--- src/adc_params.svh ---
// Register offsets, field positions, reset values and timing counts
`ifndef ADC_PARAMS_SVH
`define ADC_PARAMS_SVH

`define OFS_FLAGS 16'ha810
`define OFS_MASK 16'ha850
`define OFS_CFG 16'hd004
`define OFS_OFFSET 16'hd008
`define OFS_GAIN 16'hd00c
`define OFS_DMACTL 16'hd010
`define OFS_DMASTAT 16'hd014
`define OFS_BEG 16'hd018
`define OFS_SIZE 16'hd01c
`define OFS_CUR 16'hd020
`define OFS_CNT 16'hd024

`define CFG_EN 0
`define CFG_SLOW_CLK 2
`define CFG_NEG_SEL 3
`define CFG_POS_SEL 7
`define CFG_NEG_RANGE 11
`define CFG_POS_RANGE 12
`define CFG_PERIOD 13
`define CFG_WMASK 16'hfffd

`define DMA_LOAD 0
`define DMA_WRAP 1
`define DMA_RST 4
`define STAT_ACT 0
`define STAT_OVF 1

`define EVT_HALF 1
`define EVT_FULL 2
`define EVT_SAT 3
`define EVT_OVF 4
`define EVT_WMASK 5'h1e

`define RST_CFG 16'h1800
`define RST_GAIN 16'h8000
`define ADDR_HI 32'h2000_0000
`define BEG_WMASK 13'h1ffe

`define RESP_OKAY 2'h0
`define RESP_SLVERR 2'h2

`define CLK_MHZ 125
`define FAST_SCLK_MHZ 6
`define SLOW_SCLK_MHZ 1
`define FAST_DIV (`CLK_MHZ / `FAST_SCLK_MHZ)
`define SLOW_DIV (`CLK_MHZ / `SLOW_SCLK_MHZ)
`define STARTUP_US 21
`define STARTUP_CYC (`STARTUP_US * `CLK_MHZ)
`define BASE_SCLKS 32

`endif

--- src/adc_pkg.sv ---
// Types shared by the converter control block and its result writer
package adc_pkg;

typedef enum logic [1:0] {
    SEQ_IDLE = 2'b00,
    SEQ_WARM = 2'b01,
    SEQ_SAMPLE = 2'b10
} seq_type;

typedef struct packed {
    logic en;
    logic [12:0] addr;
    logic [15:0] data;
} ram_wr_type;

typedef struct packed {
    logic enable;
    logic pos_range_sel;
    logic neg_range_sel;
    logic [3:0] pos_input_sel;
    logic [3:0] neg_input_sel;
    logic slow_sample_clk_sel;
} analog_cfg_type;

typedef struct packed {
    logic active;
    logic [11:0] cur;
    logic [11:0] cnt;
    ram_wr_type ram;
    logic full;
    logic half;
} dma_state_type;

typedef struct packed {
    logic aw_got;
    logic w_got;
    logic [15:0] waddr;
    logic [31:0] wdata;
    logic [3:0] wstrb;
    logic bvalid;
    logic [1:0] bresp;
    logic rvalid;
    logic [31:0] rdata;
    logic [1:0] rresp;
    logic [4:0] flags;
    logic [4:0] mask;
    logic [15:0] cfg;
    logic [15:0] offset;
    logic [15:0] gain;
    logic wrap;
    logic load;
    logic dma_rst;
    logic ovf_stat;
    logic [12:0] beg;
    logic [11:0] size;
    seq_type seq;
    logic [6:0] div_cnt;
    logic [11:0] warm_cnt;
    logic [13:0] samp_cnt;
    logic dbl;
    logic res_valid;
    logic [15:0] result;
    logic conv_done;
} ctrl_state_type;

endpackage : adc_pkg

--- src/adc_dma_writer.sv ---
// Result writer: stores corrected results into the RAM buffer
`timescale 1ns/1ns
module adc_dma_writer
    import adc_pkg::*;
(
    input wire logic aclk,
    input wire logic aresetn,
    input wire logic dma_rst,
    input wire logic start,
    input wire logic wrap_mode,
    input wire logic [12:0] beg,
    input wire logic [11:0] size,
    input wire logic res_valid,
    input wire logic [15:0] result,
    output logic active,
    output logic [11:0] cur_idx,
    output logic [11:0] fill_count,
    output ram_wr_type ram_wr,
    output logic full_evt,
    output logic half_evt
);

dma_state_type s_reg;
dma_state_type s_next;
logic [11:0] cnt_inc;

assign cnt_inc = s_reg.cnt + 12'h001;

always_comb begin
    s_next = s_reg;
    s_next.ram.en = 1'b0;
    s_next.full = 1'b0;
    s_next.half = 1'b0;
    if (dma_rst) begin
        s_next.active = 1'b0;
        s_next.cur = beg[12:1];
        s_next.cnt = 12'h000;
    end else if (start) begin
        s_next.active = 1'b1;
        s_next.cur = beg[12:1];
        s_next.cnt = 12'h000;
    end else if (res_valid && s_reg.active) begin
        s_next.ram.en = 1'b1;
        s_next.ram.addr = {s_reg.cur, 1'b0};
        s_next.ram.data = result;
        s_next.cur = s_reg.cur + 12'h001;
        s_next.cnt = cnt_inc;
        s_next.half = (cnt_inc == {1'b0, size[11:1]});
        if (cnt_inc >= size) begin
            s_next.full = 1'b1;
            if (wrap_mode) begin
                s_next.cur = beg[12:1];
                s_next.cnt = 12'h000;
            end else begin
                s_next.active = 1'b0;
            end
        end
    end
end

always_ff @(posedge aclk) begin
    if (!aresetn) begin
        s_reg <= '0;
    end else begin
        s_reg <= s_next;
    end
end

assign active = s_reg.active;
assign cur_idx = s_reg.cur;
assign fill_count = s_reg.cnt;
assign ram_wr = s_reg.ram;
assign full_evt = s_reg.full;
assign half_evt = s_reg.half;

endmodule : adc_dma_writer

--- src/adc_control_dma_irq.sv ---
// Converter control: registers, sample sequencer, correction, event flags
//
// Chosen here: the AXI4-Lite slave port.
`timescale 1ns/1ns
`include "adc_params.svh"
////////////////////////////////////////////////////////////////////////////////
////////////////////////////////////////////////////////////////////////////////
module adc_control_dma_irq
    import adc_pkg::*;
(
    input wire logic aclk,
    input wire logic aresetn,
    input wire logic awvalid,
    output logic awready,
    input wire logic [15:0] awaddr,
    input wire logic wvalid,
    output logic wready,
    input wire logic [31:0] wdata,
    input wire logic [3:0] wstrb,
    output logic bvalid,
    input wire logic bready,
    output logic [1:0] bresp,
    input wire logic arvalid,
    output logic arready,
    input wire logic [15:0] araddr,
    output logic rvalid,
    input wire logic rready,
    output logic [31:0] rdata,
    output logic [1:0] rresp,
    output analog_cfg_type conv_cfg,
    output logic sample_clk_en,
    output logic conv_done,
    input wire logic [15:0] raw_result,
    output ram_wr_type ram_wr,
    output logic adc_irq
);

////////////////////////////////////////////////////////////////////////////////
// Helpers

function automatic logic [31:0] lane_merge(input logic [31:0] old,
                                           input logic [31:0] nw,
                                           input logic [3:0] strb);
    logic [31:0] m;
    m = {{8{strb[3]}}, {8{strb[2]}}, {8{strb[1]}}, {8{strb[0]}}};
    lane_merge = (old & ~m) | (nw & m);
endfunction : lane_merge

function automatic logic [13:0] sample_len(input logic [2:0] code, input logic dbl);
    logic [13:0] base;
    base = 14'(`BASE_SCLKS) << code;
    sample_len = dbl ? {base[12:0], 1'b0} : base;
endfunction : sample_len

// Returns {saturated, corrected result}
function automatic logic [16:0] correct(input logic [15:0] raw,
                                        input logic [2:0] code,
                                        input logic [15:0] ofs,
                                        input logic [15:0] gn);
    logic [15:0] aligned;
    logic signed [16:0] sum;
    logic signed [33:0] prod;
    logic signed [18:0] scaled;
    // Bits below the significant width carry only noise
    aligned = raw & (16'hffff << (4'd11 - {1'b0, code}));
    sum = $signed({aligned[15], aligned}) + $signed({ofs[15], ofs});
    prod = sum * $signed({1'b0, gn});
    scaled = prod[33:15];
    if (scaled > 19'sh07fff) begin
        correct = {1'b1, 16'h7fff};
    end else if (scaled < -19'sh08000) begin
        correct = {1'b1, 16'h8000};
    end else begin
        correct = {1'b0, scaled[15:0]};
    end
endfunction : correct

////////////////////////////////////////////////////////////////////////////////
// State

ctrl_state_type s_reg;
ctrl_state_type s_next;
logic dma_active;
logic [11:0] dma_cur;
logic [11:0] dma_cnt;
logic full_evt;
logic half_evt;
logic dma_start;
logic wr_commit;
logic cfg_wr;
logic tick;
logic [6:0] div_reload;
logic [16:0] corr;
logic [31:0] mg;
logic [31:0] rd_val;
logic [1:0] rd_resp;

assign dma_start = s_reg.load && !dma_active && !s_reg.dma_rst;
assign wr_commit = s_reg.aw_got && s_reg.w_got;
assign tick = (s_reg.div_cnt == 7'h00);
assign div_reload = s_reg.cfg[`CFG_SLOW_CLK] ? 7'(`SLOW_DIV - 1) : 7'(`FAST_DIV - 1);
assign corr = correct(raw_result, s_reg.cfg[15:13], s_reg.offset, s_reg.gain);

adc_dma_writer u_writer (
    .aclk(aclk),
    .aresetn(aresetn),
    .dma_rst(s_reg.dma_rst),
    .start(dma_start),
    .wrap_mode(s_reg.wrap),
    .beg(s_reg.beg),
    .size(s_reg.size),
    .res_valid(s_reg.res_valid),
    .result(s_reg.result),
    .active(dma_active),
    .cur_idx(dma_cur),
    .fill_count(dma_cnt),
    .ram_wr(ram_wr),
    .full_evt(full_evt),
    .half_evt(half_evt)
);

////////////////////////////////////////////////////////////////////////////////
// Read mux

always_comb begin
    rd_val = 32'h0000_0000;
    rd_resp = `RESP_OKAY;
    case (araddr)
        `OFS_FLAGS: rd_val = {27'h0, s_reg.flags};
        `OFS_MASK: rd_val = {27'h0, s_reg.mask};
        `OFS_CFG: rd_val = {16'h0, s_reg.cfg};
        `OFS_OFFSET: rd_val = {16'h0, s_reg.offset};
        `OFS_GAIN: rd_val = {16'h0, s_reg.gain};
        `OFS_DMACTL: rd_val = {30'h0, s_reg.wrap, s_reg.load};
        `OFS_DMASTAT: rd_val = {30'h0, s_reg.ovf_stat, dma_active};
        `OFS_BEG: rd_val = `ADDR_HI | {19'h0, s_reg.beg};
        `OFS_SIZE: rd_val = {20'h0, s_reg.size};
        `OFS_CUR: rd_val = `ADDR_HI | {19'h0, dma_cur, 1'b0};
        `OFS_CNT: rd_val = {20'h0, dma_cnt};
        default: rd_resp = `RESP_SLVERR;
    endcase
end

////////////////////////////////////////////////////////////////////////////////
// Next state

always_comb begin
    s_next = s_reg;
    s_next.dma_rst = 1'b0;
    s_next.res_valid = 1'b0;
    s_next.conv_done = 1'b0;
    cfg_wr = 1'b0;
    mg = lane_merge(32'h0, s_reg.wdata, s_reg.wstrb);

    // Read channel
    if (s_reg.rvalid && rready) begin
        s_next.rvalid = 1'b0;
    end
    if (arvalid && !s_reg.rvalid) begin
        s_next.rvalid = 1'b1;
        s_next.rdata = rd_val;
        s_next.rresp = rd_resp;
    end

    // Write channels, taken in either order
    if (s_reg.bvalid && bready) begin
        s_next.bvalid = 1'b0;
    end
    if (awvalid && awready) begin
        s_next.aw_got = 1'b1;
        s_next.waddr = awaddr;
    end
    if (wvalid && wready) begin
        s_next.w_got = 1'b1;
        s_next.wdata = wdata;
        s_next.wstrb = wstrb;
    end

    if (dma_start) begin
        s_next.load = 1'b0;
    end

    if (wr_commit) begin
        s_next.aw_got = 1'b0;
        s_next.w_got = 1'b0;
        s_next.bvalid = 1'b1;
        s_next.bresp = `RESP_OKAY;
        case (s_reg.waddr)
            `OFS_FLAGS: begin
                s_next.flags = s_reg.flags & ~(mg[4:0] & `EVT_WMASK);
            end
            `OFS_MASK: begin
                mg = lane_merge({27'h0, s_reg.mask}, s_reg.wdata, s_reg.wstrb);
                s_next.mask = mg[4:0] & `EVT_WMASK;
            end
            `OFS_CFG: begin
                mg = lane_merge({16'h0, s_reg.cfg}, s_reg.wdata, s_reg.wstrb);
                s_next.cfg = mg[15:0] & `CFG_WMASK;
                cfg_wr = 1'b1;
            end
            `OFS_OFFSET: begin
                mg = lane_merge({16'h0, s_reg.offset}, s_reg.wdata, s_reg.wstrb);
                s_next.offset = mg[15:0];
            end
            `OFS_GAIN: begin
                mg = lane_merge({16'h0, s_reg.gain}, s_reg.wdata, s_reg.wstrb);
                s_next.gain = mg[15:0];
            end
            `OFS_DMACTL: begin
                mg = lane_merge({30'h0, s_reg.wrap, 1'b0}, s_reg.wdata, s_reg.wstrb);
                s_next.wrap = mg[`DMA_WRAP];
                if (mg[`DMA_RST]) begin
                    // Reset beats a load written in the same word
                    s_next.dma_rst = 1'b1;
                    s_next.load = 1'b0;
                    s_next.ovf_stat = 1'b0;
                end else if (mg[`DMA_LOAD]) begin
                    s_next.load = 1'b1;
                end
            end
            `OFS_BEG: begin
                mg = lane_merge({19'h0, s_reg.beg}, s_reg.wdata, s_reg.wstrb);
                s_next.beg = mg[12:0] & `BEG_WMASK;
            end
            `OFS_SIZE: begin
                mg = lane_merge({20'h0, s_reg.size}, s_reg.wdata, s_reg.wstrb);
                s_next.size = mg[11:0];
            end
            `OFS_DMASTAT, `OFS_CUR, `OFS_CNT: begin
                s_next.bresp = `RESP_OKAY;
            end
            default: s_next.bresp = `RESP_SLVERR;
        endcase
    end

    // Sample clock divider
    s_next.div_cnt = tick ? div_reload : s_reg.div_cnt - 7'h01;

    // Conversion sequencer
    case (s_reg.seq)
        SEQ_IDLE: begin
            if (s_reg.cfg[`CFG_EN]) begin
                s_next.seq = SEQ_WARM;
                s_next.warm_cnt = 12'(`STARTUP_CYC - 1);
                s_next.samp_cnt = 14'h0000;
                s_next.dbl = 1'b1;
            end
        end
        SEQ_WARM: begin
            if (s_reg.warm_cnt == 12'h000) begin
                s_next.seq = SEQ_SAMPLE;
            end else begin
                s_next.warm_cnt = s_reg.warm_cnt - 12'h001;
            end
        end
        SEQ_SAMPLE: begin
            if (tick) begin
                if (s_reg.samp_cnt == sample_len(s_reg.cfg[15:13], s_reg.dbl) - 14'h0001) begin
                    s_next.samp_cnt = 14'h0000;
                    s_next.dbl = 1'b0;
                    s_next.conv_done = 1'b1;
                    s_next.res_valid = 1'b1;
                    s_next.result = corr[15:0];
                end else begin
                    s_next.samp_cnt = s_reg.samp_cnt + 14'h0001;
                end
            end
        end
        default: s_next.seq = SEQ_IDLE;
    endcase

    // A config write restarts the sample, the DMA keeps running
    if (!s_next.cfg[`CFG_EN]) begin
        s_next.seq = SEQ_IDLE;
        s_next.res_valid = 1'b0;
        s_next.conv_done = 1'b0;
    end else if (cfg_wr && s_reg.seq != SEQ_IDLE) begin
        s_next.samp_cnt = 14'h0000;
        s_next.dbl = 1'b1;
        s_next.res_valid = 1'b0;
        s_next.conv_done = 1'b0;
    end

    // Event sets come last so a set wins over a clear in the same cycle
    if (s_reg.res_valid && !dma_active) begin
        s_next.flags[`EVT_OVF] = 1'b1;
        s_next.ovf_stat = 1'b1;
    end
    if (s_next.res_valid && corr[16]) begin
        s_next.flags[`EVT_SAT] = 1'b1;
    end
    if (full_evt) begin
        s_next.flags[`EVT_FULL] = 1'b1;
    end
    if (half_evt) begin
        s_next.flags[`EVT_HALF] = 1'b1;
    end
end

always_ff @(posedge aclk) begin
    if (!aresetn) begin
        s_reg <= '0;
        s_reg.cfg <= `RST_CFG;
        s_reg.gain <= `RST_GAIN;
        s_reg.seq <= SEQ_IDLE;
    end else begin
        s_reg <= s_next;
    end
end

////////////////////////////////////////////////////////////////////////////////
// Outputs

assign awready = !s_reg.aw_got && !s_reg.bvalid;
assign wready = !s_reg.w_got && !s_reg.bvalid;
assign bvalid = s_reg.bvalid;
assign bresp = s_reg.bresp;
assign arready = !s_reg.rvalid;
assign rvalid = s_reg.rvalid;
assign rdata = s_reg.rdata;
assign rresp = s_reg.rresp;

assign conv_cfg.enable = s_reg.cfg[`CFG_EN];
assign conv_cfg.pos_range_sel = s_reg.cfg[`CFG_POS_RANGE];
assign conv_cfg.neg_range_sel = s_reg.cfg[`CFG_NEG_RANGE];
assign conv_cfg.pos_input_sel = s_reg.cfg[`CFG_POS_SEL +: 4];
assign conv_cfg.neg_input_sel = s_reg.cfg[`CFG_NEG_SEL +: 4];
assign conv_cfg.slow_sample_clk_sel = s_reg.cfg[`CFG_SLOW_CLK];
assign sample_clk_en = tick && (s_reg.seq == SEQ_SAMPLE);
assign conv_done = s_reg.conv_done;

// Only pending flags whose mask bit is set reach the request line
assign adc_irq = |(s_reg.flags & s_reg.mask);

endmodule : adc_control_dma_irq

--- config.mk ---
export PLATFORM = sky130hd
export DESIGN_NAME = adc_control_dma_irq
export DESIGN_NICKNAME = d
export VERILOG_FILES = /design/src/adc_pkg.sv /design/src/adc_dma_writer.sv /design/src/adc_control_dma_irq.sv
export VERILOG_INCLUDE_DIRS = /design/src
export SDC_FILE = /design/constraint.sdc
export NUM_CORES = 1
export LEC_CHECK = 0
export ABC_AREA = 1
export BUFFER_PORTS_ARGS = -buffer_cell sky130_fd_sc_hd__buf_2
export CELL_PAD_IN_SITES_DETAIL_PLACEMENT = 1
export CELL_PAD_IN_SITES_GLOBAL_PLACEMENT = 1
export CORE_MARGIN = 5
export CORE_UTILIZATION = 40
export CTS_CLUSTER_DIAMETER = 50
export CTS_CLUSTER_SIZE = 24
export DETAILED_ROUTE_END_ITERATION = 8
export PLACE_DENSITY = 0.8
export RECOVER_POWER = 50
export SLEW_MARGIN = 20
export SYNTH_ARGS = -nofsm -noshare
export SYNTH_HDL_FRONTEND = slang
export SYNTH_SLANG_ARGS = --single-unit
--- constraint.sdc ---
create_clock -name aclk -period 13.4 [get_ports aclk]
set_input_delay 2.68 -clock aclk [delete_from_list [all_inputs] [get_ports aclk]]
set_output_delay 2.68 -clock aclk [all_outputs]
set_load 0.05 [all_outputs]
; Word level (Yosys, flattened, before mapping)
; Cells that the tools add are included.
[totals]
regBits = 268
input_bits = 91
out_inout_bits = 86
elab_cells = 235
[op_classes]
n_addsub = 8
mul = 1
magnitude_cmp = 3
eq_ne = 30
n_shift = 2
n_mux = 53
bitwise = 27
reduce_logical = 69
[op_table]
columns = cell, n
row1 = $eq 16x16->1 const B, 22
row2 = $pmux 30 s11, 1
row3 = $mux 87, 1
row4 = $and 16x16->16, 5
row5 = $mux 16, 4
row6 = $mux 57, 1
row7 = $mux 25, 2
row8 = $mux 24, 2
row9 = $or 16x16->16, 3
row10 = $mux 35, 1
row11 = $mul 17x17->34, 1
row12 = $mux 17, 2
row13 = $mux 33, 1
row14 = $reduce_bool 2->1, 16
row15 = $pmux 15 s2, 1
row16 = $mux 14, 2
row17 = $mux 27, 1
row18 = $reduce_and 2->1, 13
row19 = $add 12x1->12 const B, 2
row20 = $mux 12, 2
row21 = $pmux 12 s2, 1
row22 = $reduce_or 11->1, 2
row23 = $reduce_and 3->1, 7
row24 = $gt 19x16->1 const B, 1
row25 = 47 further kinds, 99

; Logic depth before layout (Yosys ltp)
[logic_depth]
word_depth = 16
depth_mapped = 43
depth_no_buf = 42

; Hierarchy
; From an unflattened synthesis, not the netlist that was laid out.
[unflattened]
cells_unflattened = 3436
hier_area_um2 = 24409.7
[by_module_without_submodules]
columns = module, instances, cells_each, area_each_um2, seq_area_each_um2
row1 = adc_control_dma_irq, 1, 2942, 21160.3, 3883.7
row2 = adc_dma_writer, 1, 494, 3249.4, 1121.1

; Least setup slack after synthesis
; Ideal clock, no wire load.
[synth_timing]
path_type = input -> register
startpoint = input port raw_result[7]
endpoint = register s_reg[6] (netlist bit)
setup_ns = 0.117
t_arrival_ns = 9.871
required_ns = 13.283
setup_slack_ns = 3.412
stages = 38
n_path_buf = 3
path_cell_list = nand2_1 inv_1 ha_1 inv_1 nor4_1 nand3_1 o311ai_0 nand2_1 a22oi_2 nor2_1 fa_1 fa_1 clkbuf_1 clkbuf_1 xnor2_1 ha_1 inv_1 fa_1 [2 not listed] inv_1 fa_1 inv_1 ha_1 nand2_1 nor2_1 nand2_1 nor4_1 nand2_1 nand2_1 nand2_1 nand2_1 inv_1 nand2_1 buf_2 a21oi_1 nor2_1 nor2_1
[synth_via]
elab_chain_len = 6
word_cells_on_any_way = 7
classes_between = add/sub: 1 / mul: 1 / order compare: 2 / mux: 2 / bitwise: 1
[synth_rtl]
columns = element, line_no
row1 = start: declaration, adc_control_dma_irq.sv:33  ; input wire logic [15:0] raw_result,
row2 = $and 16x16->16 *, adc_control_dma_irq.sv:65  ; aligned = raw & (16'hffff << (4'd11 - {1'b0, code}));
row3 = $add 16x16->17 *, adc_control_dma_irq.sv:66  ; sum = $signed({aligned[15], aligned}) + $signed({ofs[15], ofs});
row4 = $mul 17x17->34 *, adc_control_dma_irq.sv:67  ; prod = sum * $signed({1'b0, gn});
row5 = $lt 19x16->1, adc_control_dma_irq.sv:71  ; end else if (scaled < -19'sh08000) begin
row6 = $mux 17, adc_control_dma_irq.sv:71
row7 = $mux 17 *, adc_control_dma_irq.sv:69  ; if (scaled > 19'sh07fff) begin
row8 = end signal: assignment, adc_control_dma_irq.sv:307  ; s_reg <= s_next;
row9 = end: declaration, adc_control_dma_irq.sv:81  ; ctrl_state_type s_reg;
; Every way passes the cells marked *; elsewhere a longest branch is shown, timed or not.
; A chain may end at the register's enable or synchronous reset.

; Final worst setup path
[layout_timing]
startpoint = input port raw_result[7]
endpoint = register s_reg[139] (netlist bit)
[layout_via]
elab_chain_len = 9
word_cells_on_any_way = 12
classes_between = add/sub: 1 / mul: 1 / order compare: 2 / mux: 3 / bitwise: 1 / reduce/logical: 4
[layout_rtl]
columns = element, line_no
row1 = $and 16x16->16 *, adc_control_dma_irq.sv:65
row2 = $add 16x16->17 *, adc_control_dma_irq.sv:66
row3 = $mul 17x17->34 *, adc_control_dma_irq.sv:67
row4 = $lt 19x16->1, adc_control_dma_irq.sv:71
row5 = $mux 17, adc_control_dma_irq.sv:71
row6 = $mux 17 *, adc_control_dma_irq.sv:69
row7 = $logic_and 1x1->1 *, adc_control_dma_irq.sv:289  ; if (s_next.res_valid && corr[16]) begin
row8 = $reduce_bool 2->1 (no source line), --
row9 = $reduce_and 2->1 (no source line), --
; Marks and branches as above.

==> impl_metrics.py <==
metrics = {
    "worst_setup_path": {
        "rr_worst_depth": 38,
        "r2r-end": "s_reg[139]",
        "cp.arrival_ps": 11590,
        "criticalPathCategory": "input port to flip-flop",
        "endpoint_kind": "flip-flop",
        "cp.required_ps": 13860,
        "cp_common_cell": "nand2_1",
        "cp_slowest_stage_delay_ps": 690,
        "rrSetupSlack_ps": 3640,
        "cp_slowest_cell": "fa_1",
        "start_kind": "input port",
        "crit_fanout": 16,
    },
    "power_and_ir_drop": {
        "seqPwrFrac": 0.400,
        "power.total_mw": 1.943,
        "p_leak_nw": 12.54,
        "power_density_nw_per_um2": 74.27,
        "p_comb_frac": 0.095,
        "switching_share": 0.2878,
        "p_switching_mw": 0.5590,
        "ir_worst_vdd_mv": 0.06870,
        "power_frac_clock": 0.504,
        "p_int_mw": 1.384,
    },
    "die": {
        "initial_core_util": 0.4039,
        "die_h_um": 254.4,
        "die-width_um": 254.4,
        "dieArea_um2": 64700,
        "row_count": 89,
        "pin_count": 177,
        "design.core.area_um2": 59130,
    },
    "run_status": {
        "violations": "max-capacitance violations, max-slew violations",
        "status": "complete, but fails checks",
    },
    "yosys": {
        "synth_area_um2": 23890,
        "synth_seq_area_share": 0.2095,
        "synth_top_area_share": 0.2271,
        "synth_compound_area_frac": 0.1270,
        "yosys.area.top_type": "fa_1",
        "yosys_warnings": 0,
        "syn_inst": 3324,
        "synth-edff-count": 0,
        "ys_ff_latch": 250,
        "synth_flop_cell": "dfxtp_1",
        "synthArstFlopShare": 0,
        "syn_area_per_cell_um2": 7.186,
        "ys_types": 53,
        "synthSimpleGateAreaFrac": 0.2150,
        "synth_top_family_by_area": "adder cells",
        "synthMuxAreaShare": 0,
        "synth_adder_area_share": 0.2895,
        "synthXorXnorAreaFrac": 0.02090,
        "ys_top_cells_by_area": "fa_1, dfxtp_1, nand2_1, inv_1, ha_1",
    },
    "layout": {
        "nets": 3866,
        "fill_cells": 7624,
        "final_cell_area_um2": 26160,
        "final_common_cell": "nand2_1",
        "syn2layout_area_growth_pct": 9.507,
        "mostFrequentLayoutCells": "nand2_1, inv_1, nor2_1",
        "drive_above_1_share": 0.06098,
        "fin_util": 0.4424,
    },
    "sta": {
        "max_slew.worst_pin.slew_ps": 3550,
        "clock_skew_ps": 34.36,
        "drv_slew": 206,
        "clock.fmax_ghz": 0.08982,
        "tns_ps": 0,
        "fin_crit_ps": 11130,
        "hold_violations": 0,
        "max_slew_margin": -1.367,
        "setup_viol": 0,
        "rsz0062_at_grt": "false",
        "timing.final.crit_share": 0.8309,
    },
    "min_path": {
        "hp-start": "s_reg[45]",
        "min_to": "s_reg[45]",
        "whs_path_depth": 1,
        "hp-class": "flip-flop to flip-flop",
    },
    "global_routing": {
        "top_usage_layer": "met2",
        "antenna_found_initial": 0,
        "grt_use_met1": 0.3041,
        "grt_pass1_wl_um": 126700,
        "grt_max_degree": 88,
        "grt_pass1_vias": 23189,
        "grt_usage": 0.2476,
        "grt_overflow_total": 0,
        "gr-usage-met3": 0.02855,
        "met2_usage": 0.4448,
    },
    "placement": {
        "postPlaceCellArea_um2": 24960,
        "io_buffers": 136,
        "gp_congestion": 0.9121,
        "hpwlAfterDp_um": 65100,
    },
    "cts": {
        "cts_sinks": 250,
        "cts_setup_buffers": 0,
        "cts_tree": "built",
        "cts_resized": 0,
        "cts_made_buffers": 35,
        "cts-root-buf": "clkbuf_16",
        "cts.path.max_buffers": 3,
        "path_clk_slew_ps": 50,
        "htreeDepth": 2,
        "insertion_delay_ps": 560,
        "ctsHoldBuffers": 0,
    },
    "drt": {
        "vias_per_cell": 5.212,
        "post_drt_wl_per_cell_um": 19.31,
        "ant_nets": 0,
        "drt_iter0_drc": 1285,
        "dr.pass1.iters": 5,
        "wl_um": 80810,
        "via_count": 21819,
        "drc_errors": 0,
    },
    "flow_run": {
        "max_cap_violations": 3,
    },
}
## power groups by stage
stage	logic [mW]	clock network, mW	registers (mW)
after floorplan	0.126	0	0.790
after global placement	0.179	0	0.793
after detailed placement	0.184	0	0.794
after CTS	0.185	0.996	0.777
after global routing	0.205	1.03	0.780
final	0.185	0.980	0.778
## stage by stage
stage | setup slack, ps | cells | hold WS (ps)
2_1_floorplan | 3412 | 3345 | 404.6
3_3_place_gp | 1909 | 4120 | 415.6
3_5_place_dp | 1707 | 4120 | 445.5
4_1_cts | 2228 | 4183 | 432.9
5_1_grt | 1682 | 4184 | 465.8
6_report | 2266 | 4186 | 428.7
## worst max-delay path: cells and delay by family
| family | cells | cell delay, ps |
|---|---|---|
| AOI/OAI and AO/OA | 2 | 650 |
| and+or+nand+nor | 18 | 2890 |
| xor gates and xnor gates | 1 | 260 |
| buffers and inverters | 10 | 1160 |
| adders and majority gates | 8 | 3920 |
## kinds of logic (layout without fill, tap and decap cells)
group / Yosys count / count (layout)
other: 1 / 24
flip-flops: 250 / 250
adder cells (fa/ha/maj): 390 / 390
buffers and inverters: 817 / 883
XOR/XNOR: 57 / 57
AO/OA/AOI/OAI: 568 / 568
AND/OR/NAND/NOR: 1241 / 1241
## per-layer routing
metal  share of wire  up-vias
met2            0.50      494
met4           0.045        0
met3           0.040      157
met5               0        -
li1                -    10347
met1            0.41    10821
## worst max path at each step
stage	start	end	slack (ps)	depth (start not counted)
detailed placement	raw_result[7]	s_reg[139]	1710	39
finish	raw_result[7]	s_reg[139]	2270	39
global route	raw_result[7]	s_reg[139]	1680	34
CTS	raw_result[7]	s_reg[139]	2230	39
global placement	raw_result[7]	s_reg[139]	1910	34
floorplan	raw_result[7]	s_reg[6]	3410	38
## synthesized netlist by cell type, types with 11 or more instances
master and number:
nand2_1 656, inv_1 652, nor2_1 361, fa_1 271, a21oi_1 266, dfxtp_1 250
o21ai_0 198, ha_1 119, nand3_1 92, clkbuf_1 84, buf_4 54, nor3_1 41
o22ai_1 39, xor2_1 32, nand4_1 26, xnor2_1 25, or2_2 23, clkinv_1 11
nand3b_1 11, o21ai_1 11
## cell type report
type	instances	area, um2	area share
multi-input combinational	2278	15680	0.5995
clock inverter	24	309.0	0.01182
timing repair buffer	154	757.0	0.02894
tap	773	967.2	0.03698
clock buffer	39	932.1	0.03564
inverter	666	2500	0.09558
sequential	250	5005	0.1913
antenna	2	5.005	0.0001913
Note: power is estimated with default switching activity, not from simulation.
